$ cat config.mk
export PLATFORM = sky130hd
export DESIGN_NAME = lfc_host
export DESIGN_NICKNAME = d
export VERILOG_FILES = /design/src/hdl/lfc_pkg.sv /design/src/hdl/lfc_host.sv
export VERILOG_INCLUDE_DIRS = /design/src /design/src/hdl
export SDC_FILE = /design/constraint.sdc
export NUM_CORES = 1
export LEC_CHECK = 0
export BUFFER_PORTS_ARGS = -buffer_cell sky130_fd_sc_hd__buf_2
export CAP_MARGIN = 10
export CORE_MARGIN = 2
export CORE_UTILIZATION = 45
export CTS_CLUSTER_DIAMETER = 60
export DETAILED_ROUTE_END_ITERATION = 6
export PLACE_DENSITY = 0.67
export SLEW_MARGIN = 40
export SYNTH_ARGS = -nofsm -noshare
export SYNTH_HDL_FRONTEND = slang
export SYNTH_SLANG_ARGS = --single-unit
export TNS_END_PERCENT = 100
$ cat constraint.sdc
create_clock -name clock -period 3.6 [get_ports clock]
set_clock_uncertainty 0.15 [all_clocks]
set_input_delay 0.18 -clock clock [delete_from_list [all_inputs] [get_ports clock]]
set_output_delay 0.18 -clock clock [all_outputs]
set_load 0.01 [all_outputs]
$ cat src/hdl/lfc_regs.svh
// register offsets, field positions and timing counts of the flash bus controller
// ============================================================
`ifndef LFC_REGS_SVH
`define LFC_REGS_SVH
// ============================================================
// register offsets (byte addresses)
`define LFC_CTRL_OFS 12'h000
`define LFC_ADDR_OFS 12'h004
`define LFC_WDATA_OFS 12'h008
`define LFC_STAT_OFS 12'h00c
`define LFC_RDATA_OFS 12'h010
// ctrl fields
`define LFC_CTRL_GO 0
`define LFC_CTRL_OP_LSB 1
`define LFC_CTRL_OP_MSB 4
`define LFC_CTRL_BYTE 5
`define LFC_CTRL_PD 6
`define LFC_CTRL_CMD_LSB 8
`define LFC_CTRL_CMD_MSB 15
// status fields
`define LFC_STAT_BUSY 0
`define LFC_STAT_RDY 1
`define LFC_STAT_DONE 2
`define LFC_STAT_ERR 3
// command codes and timing
`define LFC_CMD_CONFIRM 8'hd0
`define LFC_CMD_READ_ARRAY 8'hff
`define LFC_PROTECT_ADDR 19'h000ff
`define LFC_RECOVERY_NS 750
`define LFC_CLK_NS 4
`define LFC_RECOVERY_CYC ((`LFC_RECOVERY_NS + `LFC_CLK_NS - 1) / `LFC_CLK_NS)
`define LFC_STROBE_CYC 16
`define LFC_ACCESS_CYC 48
`endif

$ cat src/hdl/lfc_pkg.sv
// types shared by the flash bus controller
package lfc_pkg;
   // host-level operations that software requests
   typedef enum logic [3:0] {
      lfc_op_cmd1, lfc_op_cmd2, lfc_op_cmd3, lfc_op_read, lfc_op_status, lfc_op_raw
   } lfc_op_t;
   typedef enum logic [3:0] {
      lfc_idle, lfc_recover, lfc_setup, lfc_strobe, lfc_hold, lfc_rsetup, lfc_rwait,
      lfc_next
   } lfc_state_t;
endpackage

$ cat src/hdl/lfc_host.sv
// apb-controlled host that drives the flash command bus pins
`timescale 1ns/100ps
`include "lfc_regs.svh"
module lfc_host (
   input wire logic clock,
   input wire logic rst_n,
   input wire logic psel,
   input wire logic penable,
   input wire logic pwrite,
   input wire logic [11:0] paddr,
   input wire logic [31:0] pwdata,
   output logic [31:0] prdata,
   output logic pready,
   output logic pslverr,
   output logic [18:0] flash_addr,
   input wire logic [15:0] flash_dq_in,
   output logic [15:0] flash_dq_out,
   output logic flash_dq_oe,
   output logic chip_select_n,
   output logic output_gate_n,
   output logic write_strobe_n,
   output logic byte_mode_n,
   output logic reset_powerdown_n,
   input wire logic ready_busy_n,
   output logic [1:0] busy_state
);
   import lfc_pkg::*;
   // ============================================================
   // registers and state
   lfc_state_t state;
   logic [31:0] ctrl;
   logic [18:0] addr;
   logic [15:0] wdata;
   logic [15:0] rdata;
   logic done;
   logic err;
   logic [9:0] count;
   logic [15:0] dq_s1, dq_s2;
   logic rb_s1, rb_s2;
   logic [2:0] writes_left;

   // ============================================================
   // apb decode
   wire apb_wr = psel && penable && pwrite;
   wire apb_rd_en = psel && !pwrite;
   wire hit_ctrl = paddr == `LFC_CTRL_OFS;
   wire hit_addr = paddr == `LFC_ADDR_OFS;
   wire hit_wdata = paddr == `LFC_WDATA_OFS;
   wire hit_stat = paddr == `LFC_STAT_OFS;
   wire hit_rdata = paddr == `LFC_RDATA_OFS;
   wire hit_any = hit_ctrl | hit_addr | hit_wdata | hit_stat | hit_rdata;
   wire idle = state == lfc_idle;
   wire go = apb_wr && hit_ctrl && pwdata[`LFC_CTRL_GO] && idle;
   wire [3:0] op = ctrl[`LFC_CTRL_OP_MSB:`LFC_CTRL_OP_LSB];
   wire [7:0] cmd = ctrl[`LFC_CTRL_CMD_MSB:`LFC_CTRL_CMD_LSB];
   wire dev_ready = rb_s2; // pin pulled up externally when floated
   wire [31:0] stat_word = {28'h0000000, err, done, dev_ready, !idle};
   // single-cycle answer; unmapped addresses read zero with an error
   assign pready = 1'b1;
   assign pslverr = psel && penable && !hit_any;
   assign busy_state = {!dev_ready, !idle};
   always_comb begin
      prdata = 32'h00000000;
      if (apb_rd_en && hit_ctrl) prdata = ctrl;
      else if (apb_rd_en && hit_addr) prdata = {13'h0000, addr};
      else if (apb_rd_en && hit_wdata) prdata = {16'h0000, wdata};
      else if (apb_rd_en && hit_stat) prdata = stat_word;
      else if (apb_rd_en && hit_rdata) prdata = {16'h0000, rdata};
   end

   // ============================================================
   // pin synchronisers: data bus and ready/busy come from another domain
   always_ff @(posedge clock or negedge rst_n) begin
      if (!rst_n) begin
         dq_s1 <= 16'h0000;
         dq_s2 <= 16'h0000;
         rb_s1 <= 1'b1;
         rb_s2 <= 1'b1;
      end else begin
         dq_s1 <= flash_dq_in;
         dq_s2 <= dq_s1;
         rb_s1 <= ready_busy_n;
         rb_s2 <= rb_s1;
      end
   end

   // ============================================================
   // software registers; done and err set wins over software clear
   always_ff @(posedge clock or negedge rst_n) begin
      if (!rst_n) begin
         ctrl <= 32'h00000000;
         addr <= 19'h00000;
         wdata <= 16'h0000;
      end else if (apb_wr) begin
         if (hit_ctrl) ctrl <= {pwdata[31:1], 1'b0};
         if (hit_addr) addr <= pwdata[18:0]; // byte or word address
         if (hit_wdata) wdata <= pwdata[15:0];
      end
   end

   // ============================================================
   // pin sequencer: each command write is setup, low strobe, rising edge
   always_ff @(posedge clock or negedge rst_n) begin
      if (!rst_n) begin
         state <= lfc_idle;
         chip_select_n <= 1'b1; // standby
         output_gate_n <= 1'b1;
         write_strobe_n <= 1'b1;
         flash_dq_oe <= 1'b0;
         flash_dq_out <= 16'h0000;
         flash_addr <= 19'h00000;
         reset_powerdown_n <= 1'b0; // hold device in reset; aborts work
         byte_mode_n <= 1'b1;
         rdata <= 16'h0000;
         done <= 1'b0;
         err <= 1'b0;
         count <= 10'h000;
         writes_left <= 3'h0;
      end else begin
         byte_mode_n <= !ctrl[`LFC_CTRL_BYTE];
         if (apb_wr && hit_stat && pwdata[`LFC_STAT_DONE]) done <= 1'b0;
         if (apb_wr && hit_stat && pwdata[`LFC_STAT_ERR]) err <= 1'b0;
         if (apb_wr && hit_ctrl && pwdata[`LFC_CTRL_GO] && !idle) err <= 1'b1;
         case (state)
            lfc_idle: begin
               if (ctrl[`LFC_CTRL_PD]) begin
                  reset_powerdown_n <= 1'b0; // deep power-down
               end else if (!reset_powerdown_n) begin
                  reset_powerdown_n <= 1'b1;
                  count <= 10'(`LFC_RECOVERY_CYC);
                  state <= lfc_recover;
               end else if (go) begin
                  // every op except a status read is refused until ready
                  if (!dev_ready && pwdata[`LFC_CTRL_OP_MSB:`LFC_CTRL_OP_LSB] != 4'(lfc_op_status))
                     err <= 1'b1;
                  else begin
                     state <= lfc_setup;
                     writes_left <= 3'h1;
                  end
               end
            end
            lfc_recover: begin
               // no read is launched until recovery ends
               if (count == 10'h000) state <= lfc_idle;
               else count <= count - 10'h001;
            end
            lfc_setup: begin
               chip_select_n <= 1'b0;
               output_gate_n <= 1'b1;
               if (op == 4'(lfc_op_read) || op == 4'(lfc_op_status)) begin
                  flash_dq_oe <= 1'b0;
                  output_gate_n <= 1'b0; // read: gate low, strobe high
                  count <= 10'(`LFC_ACCESS_CYC);
                  state <= lfc_rwait;
               end else begin
                  // command byte or data word on the bus
                  flash_dq_oe <= 1'b1;
                  flash_dq_out <= (op == 4'(lfc_op_cmd1)) ? {8'h00, cmd} : wdata;
                  // confirm cycles of protect set/reset use the fixed address
                  flash_addr <= (op == 4'(lfc_op_cmd3)) ? `LFC_PROTECT_ADDR : addr;
                  write_strobe_n <= 1'b0;
                  count <= 10'(`LFC_STROBE_CYC);
                  state <= lfc_strobe;
               end
            end
            lfc_strobe: begin
               if (count == 10'h000) begin
                  write_strobe_n <= 1'b1; // device latches on this rise
                  count <= 10'(`LFC_STROBE_CYC);
                  state <= lfc_hold;
               end else count <= count - 10'h001;
            end
            lfc_hold: begin
               if (count == 10'h000) begin
                  flash_dq_oe <= 1'b0;
                  chip_select_n <= 1'b1;
                  state <= lfc_next;
               end else count <= count - 10'h001;
            end
            lfc_rwait: begin
               flash_addr <= addr; // low bit picks maker/device code in id mode
               if (count == 10'h000) begin
                  // status bit 7 is the ready flag
                  rdata <= (op == 4'(lfc_op_status)) ? {8'h00, dq_s2[7:0]} : dq_s2;
                  output_gate_n <= 1'b1;
                  chip_select_n <= 1'b1;
                  state <= lfc_next;
               end else count <= count - 10'h001;
            end
            lfc_next: begin
               done <= 1'b1;
               writes_left <= 3'h0;
               state <= lfc_idle;
            end
            default: state <= lfc_idle;
         endcase
      end
   end
endmodule

==> results.yml, run 1 <==
logic_synthesis:
  synth.largest_area_cell: "dfrtp_1"
  avgSynthCellArea_um2: 12.0
  synth_nets: 712
  ys_seq_area_frac: 0.559
  synth_area_um2: 7720
  synth_seq_cells: 172
  synth_top_family_by_area: "multiplexers"
  synth_xor_area_frac: 0.00113
  yosysUniqueCellTypes: 62
  synth-async-reset-ratio: 1.00
  yosys_warnings: 0
  synth_compound_area_frac: 0.110
  synthMuxAreaShare: 0.156
  yosys.area_share.simple: 0.134
  synthCells: 645
  synthAdderAreaFrac: 0.00162
  yosysTopAreaCellShare: 0.538
  synth_edf_count: 0
  ys_top_cells_by_area: "dfrtp_1 54%, mux2_2 8.0%, mux2_4 4.7%"
  ys.flop_type: "dfrtp_1"
placed_design:
  io_buffers: 141
  detailedPlace.worstSlack_ps: 762
  dpl.hpwl_um: 13500
  place.gp.congestion: 0.879
power_and_ir_drop:
  p_sw_mw: 1.16
  p_leak_nw: 4.87
  vdd_ir_drop_max_mv: 0.334
  p_sw_frac: 0.263
  comb_power_share: 0.109
  power_frac_clock: 0.416
  internal-power_mw: 3.26
  seq_power_share: 0.475
  power.density_nw_per_um2: 453
detailed_routing:
  vias: 5820
  dr.pass1.iters: 5
  m1WireLength_um: 8900
  drc: 0
  antenna_left: 0
  route.met3.wl_um: 959
  routed_wl_um: 19900
  via_per_inst: 5.46
  routedWlPerCell_um: 18.6
  wl_met2_um: 9550
  drt-initial-drc-count: 403
  top_layer_used: "met4"
status:
  status: "finished clean"
global_routing:
  grt_pass1_vias: 5826
  grt_max_degree: 103
  antenna_found_initial: 0
  grt_pass1_wl_um: 31700
  track_usage: 0.226
  grt-ovfl-total: 0
die:
  start_util: 0.462
  chipHeight_um: 135
  core-area_um2: 16700
  die_x_um: 135
  die-area_um2: 18200
  rows: 47
  io_pins: 143
clocking:
  tritoncts: "done"
  root_buffer: "clkbuf_16"
  numCtsBuffers: 17
  htreeDepth: 4
  clk_latency_ps: 430
  clock_sinks: 172
  clk_path_buf_depth: 2
  clk_pin_slew_ps: 70
critical_path:
  path_cells: "inv_1 -> ha_1 -> or4b_4 -> or4_2 -> mux2_4"
  startpoint_type: "flop"
  cp.required_ps: 3760
  cp_slowest_cell: "or4_2"
  cp-end-kind: "flop"
  worstPathArrival_ps: 3020
  path_max_fanout: 24
  critical_path_class: "reg -> reg"
  crit_path_max_incr_delay_ps: 970
sta:
  holdWs_ps: 35.7
  finalCriticalPeriod_ps: 2860
  tns_ps: 0
  period_share: 0.794
  fin_ws_ps: 740
  worst_pin_slew_ps: 735
  hold_viol: 0
  drv_slew: 0
  fmax_mhz: 350
  slew_headroom: 0.508
  rsz0062_at_grt: "no"
  finalSetupViolCount: 0
final_layout:
  nets: 899
  final_common_cell: "dfrtp_1"
  final_cell_mix: "166 x dfrtp_1, 140 x buf_2, 57 x nand2_1, 55 x mux2_2, 50 x dlygate4sd3_1"
  drive_above_1_share: 0.348
  syn_to_final_growth_pct: 26.6
hold_path:
  worstHoldPathType: "in -> async"
flow_run:
  maxCapViolCount: 0
routing by layer:
layer | vias up | GRT usage
li1 | 2707 | -
met1 | 2897 | 0.313
met2 | 185 | 0.356
met3 | 31 | 0.0465
met4 | 0 | 0.0810
met5 | - | 0
layout make-up:
class,instances,area [µm²]
antenna,1,2.50
clock buffer,17,425
clock inverter,15,165
fill,1395,6930
inverter,29,109
multi-input combinational,408,3140
sequential,172,4310
tap,220,275
timing repair buffer,204,1350
sequential cells by signal, summed over array words and instances, names as in the netlist, 3 cells and up:
signal and count:
ctrl 31, flash_dq_out 16, addr 19, rdata 16, count 10, state 3, dq_s2 16, wdata 16
flash_addr 19, dq_s1 16
cell usage after synthesis, drive strengths merged, types with 15 or more instances:
cell type	n
mux2	84
clkbuf	24
o2bb2ai	15
dfrtp	166
nor2	29
a21oi	23
mux2i	17
o21ai	24
nand2	60
nand2b	15
and3	15
inv	29
worst max-delay path: cells and delay by family (launching register included):
kind	cells	cell delay, ps
flops	1	410
fa+ha+maj	1	210
mux	1	400
simple gates	2	1500
buf+inv	1	70
metrics by stage:
step                 util  power (mW)  area (µm²)  instances
floorplan               -        2.37        7720        645
global placement    0.516        2.54        8620        981
detailed placement  0.517        2.56        8630        981
CTS                 0.582        4.44        9720       1063
global route        0.585        4.60        9770       1065
finish              0.585        4.43        9770       1066
worst paths after layout:
check                          from     endpoint  slack [ps]  cells after the start
setup / recovery           count[0]     rdata[5]         740                      5
hold / removal                rst_n    rdata[11]          40                      2
setup reg to reg           count[0]     rdata[5]         740                      5
hold reg to reg            dq_s1[1]     dq_s2[1]         200                      0
max in group asynchronous     rst_n  byte_mode_n        2570                      3
min in group clock         paddr[3]          err          50                      3
power groups by stage:
stage	combinational [mW]	sequential (mW)	clock [mW]
floorplan	0.256	2.11	0
global placement	0.414	2.13	0
detailed placement	0.426	2.14	0
CTS	0.471	2.10	1.87
global route	0.530	2.12	1.96
finish	0.482	2.10	1.84
logic make-up (layout without fill, tap and decap cells):
logic type,Yosys count,in the layout
flops,172,172
xor+xnor,1,1
buf+inv,65,265
compound gates,117,117
other cells,1,2
fa+ha+maj,1,1
simple gates,187,187
mux,101,101
timing repair:
item                                   4_1_cts  5_1_grt
endpoints found under the hold margin      180        0
hold buffers                                50        0
gates resized for setup                      0        0
setup buffers                                0        0
Power figures use the tool's default switching activity.
==> run 2: changes to the inputs <==
==> constraint.sdc (replaced) <==
create_clock -name clock -period 2.83 [get_ports clock]
set_clock_uncertainty 0.15 [all_clocks]
set_input_delay 0.1415 -clock clock [delete_from_list [all_inputs] [get_ports clock]]
set_output_delay 0.1415 -clock clock [all_outputs]
set_load 0.01 [all_outputs]
==> run 2 against run 1 <==
Sequential power up 27%. Global-route usage decreased by 0.36 points. Sequential share of layout area decreased by 0.38 points. Highest routed layer unchanged.
==> results.yml, run 2 (synthesized netlist as in run 1, its figures left out) <==
status:
  status: "finished clean"
critical_path:
  startpoint_type: "flop"
  critical_path_class: "reg -> reg"
  worstPathArrival_ps: 2700
  cp-end-kind: "flop"
  path_max_fanout: 24
  cp.required_ps: 2990
  worstRegToRegCells: 6
detailed_routing:
  antenna_left: 0
  drt-initial-drc-count: 311
  routed_wl_um: 19600
  dr.pass1.iters: 4
  via_per_inst: 5.43
  routedWlPerCell_um: 18.2
  drc: 0
  vias: 5840
clocking:
  cts_setup_buffers: 0
  numCtsBuffers: 17
  tritoncts: "done"
  root_buffer: "clkbuf_16"
  clk_latency_ps: 430
  htreeDepth: 4
  clk_pin_slew_ps: 60
  clock_sinks: 172
  clk_path_buf_depth: 2
global_routing:
  gr-usage-met1: 0.313
  grt_pass1_vias: 5952
  grt_pass1_wl_um: 31600
  track_usage: 0.222
  use_met2: 0.350
  met3_usage: 0.0390
  busiest_layer: "met2"
  grt-ovfl-total: 0
  antenna_found_initial: 0
  grt_max_degree: 60
power_and_ir_drop:
  power.density_nw_per_um2: 582
  vdd_ir_drop_max_mv: 0.412
  power_mw: 5.74
  p_leak_nw: 4.91
die:
  die-area_um2: 18200
  core-area_um2: 16700
  chipHeight_um: 135
  die_x_um: 135
  rows: 47
  io_pins: 143
  start_util: 0.462
final_layout:
  final_core_util: 0.590
  reg_top3: "ctrl (31), addr (19), flash_addr (19)"
  syn_to_final_growth_pct: 27.7
  n_antenna_cell: 0
  final_area_um2: 9860
  largest_reg_flops: 31
  drive_above_1_share: 0.351
  max_flop_register: "ctrl"
  nets: 910
  final_cell_mix: "166 x dfrtp_1, 140 x buf_2, 57 x nand2_1, 55 x mux2_2, 52 x dlygate4sd3_1"
  final_common_cell: "dfrtp_1"
  fill_cells: 1426
sta:
  rsz0062_at_grt: "no"
  finalCriticalPeriod_ps: 2540
  hold_viol: 0
  fmax_mhz: 394
  period_share: 0.898
  slew_headroom: 0.573
  drv_slew: 0
  worst_pin_slew_ps: 637
  finalSetupViolCount: 0
  tns_ps: 0
placed_design:
  dpl_cell_area_um2: 8710
  io_buffers: 141
  place.gp.congestion: 0.894
  dpl.hpwl_um: 13700
hold_path:
  worstHoldPathType: "in -> async"
flow_run:
  maxCapViolCount: 0
run 2: cell types whose count changed in the layout (fill, tap and decap cells not counted), moves of 2 or more:
cell	before	now
dlygate4sd3_1	50	52
clkinv_4	6	2
clkinv_2	2	0
clkinvlp_4	1	3
buf_4	11	21
clkbuf_8	0	3
inv_6	4	2
run 2: repair_timing:
item | 4_1_cts | 5_1_grt
gates resized for setup | 0 | 0
endpoints found under the hold margin | 141 | 0
hold buffers | 52 | 0
run 2: final timing paths:
check / from / end / slack [ps]
max in group asynchronous: rst_n / byte_mode_n / 1600
setup / recovery: count[0] / rdata[7] / 290
hold / removal: rst_n / ctrl[16] / 100
setup reg to reg: count[0] / rdata[7] / 290
hold reg to reg: dq_s1[8] / dq_s2[8] / 200
min in group clock: paddr[2] / done / 130
run 2: critical path, stage by stage, from the launching register on:
cell	delay [ps]
dfrtp_1	400
inv_1	70
ha_1	190
or4b_4	520
or4_1	520
buf_4	240
mux2_4	330
run 2: layout make-up:
| class | count | area, µm² | area share |
|---|---|---|---|
| Inverter | 29 | 109 | 0.0110 |
| Timing Repair Buffer | 215 | 1410 | 0.143 |
| Sequential cell | 172 | 4310 | 0.437 |
| Multi-Input combinational cell | 408 | 3120 | 0.317 |
| Tap cell | 220 | 275 | 0.0279 |
| Clock buffer | 20 | 467 | 0.0474 |
| Clock inverter | 11 | 159 | 0.0161 |
run 2: power breakdown:
group	leakage, nW	total [mW]	switching (mW)	internal, mW
clock	0.297	2.46	0.991	1.47
combinational	2.33	0.607	0.332	0.275
sequential	2.28	2.67	0.111	2.56
run 2: per-layer routing:
layer  wire length, µm  up-vias
met4               439        0
met3               973       35
met1              8860     2900
li1                  -     2715
met5                 0        -
met2              9340      190
run 2: per-stage QoR:
| stage | hold slack [ps] | worst slack (ps) | instances |
|---|---|---|---|
| 3_3_place_gp | -10.5 | 325 | 992 |
| 6_report | 103 | 290 | 1075 |
| 2_1_floorplan | -304 | 371 | 645 |
| 3_5_place_dp | -3.65 | 310 | 992 |
| 5_1_grt | 151 | 120 | 1075 |
| 4_1_cts | 108 | 288 | 1075 |
==> run 3: changes to the inputs <==
--- a/config.mk
+++ b/config.mk
@@ -8,6 +8,7 @@
 export LEC_CHECK = 0
 export BUFFER_PORTS_ARGS = -buffer_cell sky130_fd_sc_hd__buf_2
 export CAP_MARGIN = 10
+export CORE_ASPECT_RATIO = 1.5
 export CORE_MARGIN = 2
 export CORE_UTILIZATION = 45
 export CTS_CLUSTER_DIAMETER = 60
==> run 3 against run 2 <==
Power decreased by 4.0%. Critical path type unchanged. Hold slack got worse by 89 ps. Worst setup slack got worse by 120 ps. Largest cell class unchanged. Sequential power about the same. Register-to-register slack got worse by 120 ps. Die area increased by 0.12%. Largest power group unchanged. Design area decreased by 0.46%.
==> results.yml, run 3 (synthesized netlist as in run 1, its figures left out) <==
status:
  status: "finished clean"
sta:
  finalSetupViolCount: 0
  worst_pin_slew_ps: 680
  drv_slew: 0
  fmax_mhz: 376
  tns_ps: 0
  rsz0062_at_grt: "no"
  hold_viol: 0
  holdWs_ps: 13.5
  slew_headroom: 0.547
  finalCriticalPeriod_ps: 2660
  fin_ws_ps: 173
  period_share: 0.939
clocking:
  clk_latency_ps: 430
  clk_pin_slew_ps: 70
  cts_hold_buf: 51
  numCtsBuffers: 17
  cts-resized-gates: 0
  clock_sinks: 172
  clk_path_buf_depth: 2
  root_buffer: "clkbuf_16"
  htreeDepth: 4
  cts_setup_buffers: 0
  tritoncts: "done"
final_layout:
  max_flop_register: "ctrl"
  multi_input_area_um2: 3120
  nets: 913
  reg_top3: "ctrl (31), addr (19), flash_addr (19)"
  final_common_cell: "dfrtp_1"
  final_cell_mix: "166 x dfrtp_1, 140 x buf_2, 57 x nand2_1, 55 x mux2_2, 51 x dlygate4sd3_1"
  fill_cells: 1360
  n_antenna_cell: 0
  largest_reg_flops: 31
  ff_latch_area_um2: 4310
  drive_above_1_share: 0.354
  syn_to_final_growth_pct: 27.1
  fin_cells: 1069
  final_area_um2: 9810
detailed_routing:
  dr.pass1.iters: 5
  drt-initial-drc-count: 415
  routed_wl_um: 20000
  drc: 0
  routedWlPerCell_um: 18.7
  antenna_left: 0
  vias: 5856
  via_per_inst: 5.48
global_routing:
  antenna_found_initial: 0
  grt_pass1_vias: 6006
  grt_max_degree: 83
  grt_pass1_wl_um: 32400
  track_usage: 0.224
  grt-ovfl-total: 0
power_and_ir_drop:
  p_leak_nw: 4.89
  vdd_ir_drop_max_mv: 0.420
  power.density_nw_per_um2: 562
hold_path:
  worstHoldPathType: "in -> reg"
  worstHoldStart: "paddr[3]"
critical_path:
  setup.worst_path.start: "count[0]"
  worstPathArrival_ps: 2820
  startpoint_type: "flop"
  path_max_fanout: 24
  critical_path_class: "reg -> reg"
  timing.rr.start: "count[0]"
  cp-end-kind: "flop"
  cp.required_ps: 2990
placed_design:
  place.gp.congestion: 0.855
  io_buffers: 141
  dpl.hpwl_um: 14100
  post-place-cells: 986
  detailedPlace.worstSlack_ps: 209
  dpl_cell_area_um2: 8740
die:
  io_pins: 143
  die-area_um2: 18200
  rows: 58
  start_util: 0.460
  chipHeight_um: 164
  core-area_um2: 16800
  die_x_um: 111
flow_run:
  maxCapViolCount: 0
-- run 3: cell count changes in the layout (fill, tap and decap cells not counted), moves of 2 or more --
cell / previous run / this run
buf_4: 21 / 24
bufinv_16: 3 / 0
clkinv_4: 2 / 0
clkbuf_8: 3 / 1
inv_8: 1 / 3
inv_6: 2 / 5
-- run 3: worst max-delay path, stage by stage (launching register included) --
cell and delay [ps]:
dfrtp_1 410, inv_1 70, ha_1 210, or4b_4 530, or4_1 590, buf_4 260, mux2_4 320
-- run 3: per-stage QoR --
step | power [mW] | util
floorplan | 3.01 | -
finish | 5.51 | 0.585
detailed placement | 3.27 | 0.521
CTS | 5.54 | 0.585
global route | 5.76 | 0.585
global placement | 3.25 | 0.521
-- run 3: worst paths after layout --
kind                                   to  slack, ps  cells past startpoint
min                                  done         10                      3
max                              rdata[4]        170                      6
min reg2reg                     dq_s2[15]        200                      0
min in group asynchronous  flash_addr[11]        150                      2
max reg2reg                      rdata[4]        170                      6
max in group asynchronous        rdata[1]       1590                      3
-- run 3: routing by layer --
layer / vias to the layer above / GRT usage / wire length [µm]
li1: 2731 / - / -
met1: 2919 / 0.278 / 8390
met2: 187 / 0.398 / 10400
met3: 19 / 0.0411 / 931
met4: 0 / 0.0710 / 316
met5: - / 0 / 0
-- run 3: layout make-up --
type	instances	share of cell area
Clock buffer	18	0.0437
Inverter	29	0.0111
Clock inverter	14	0.0131
Sequential cell	172	0.439
Tap cell	210	0.0268
Timing Repair Buffer	218	0.147
Multi-Input combinational cell	408	0.318
-- run 3: where the power goes --
group | total (mW) | switching [mW] | internal (mW)
sequential | 2.67 | 0.114 | 2.56
clock | 2.23 | 1.07 | 1.16
combinational | 0.609 | 0.331 | 0.278
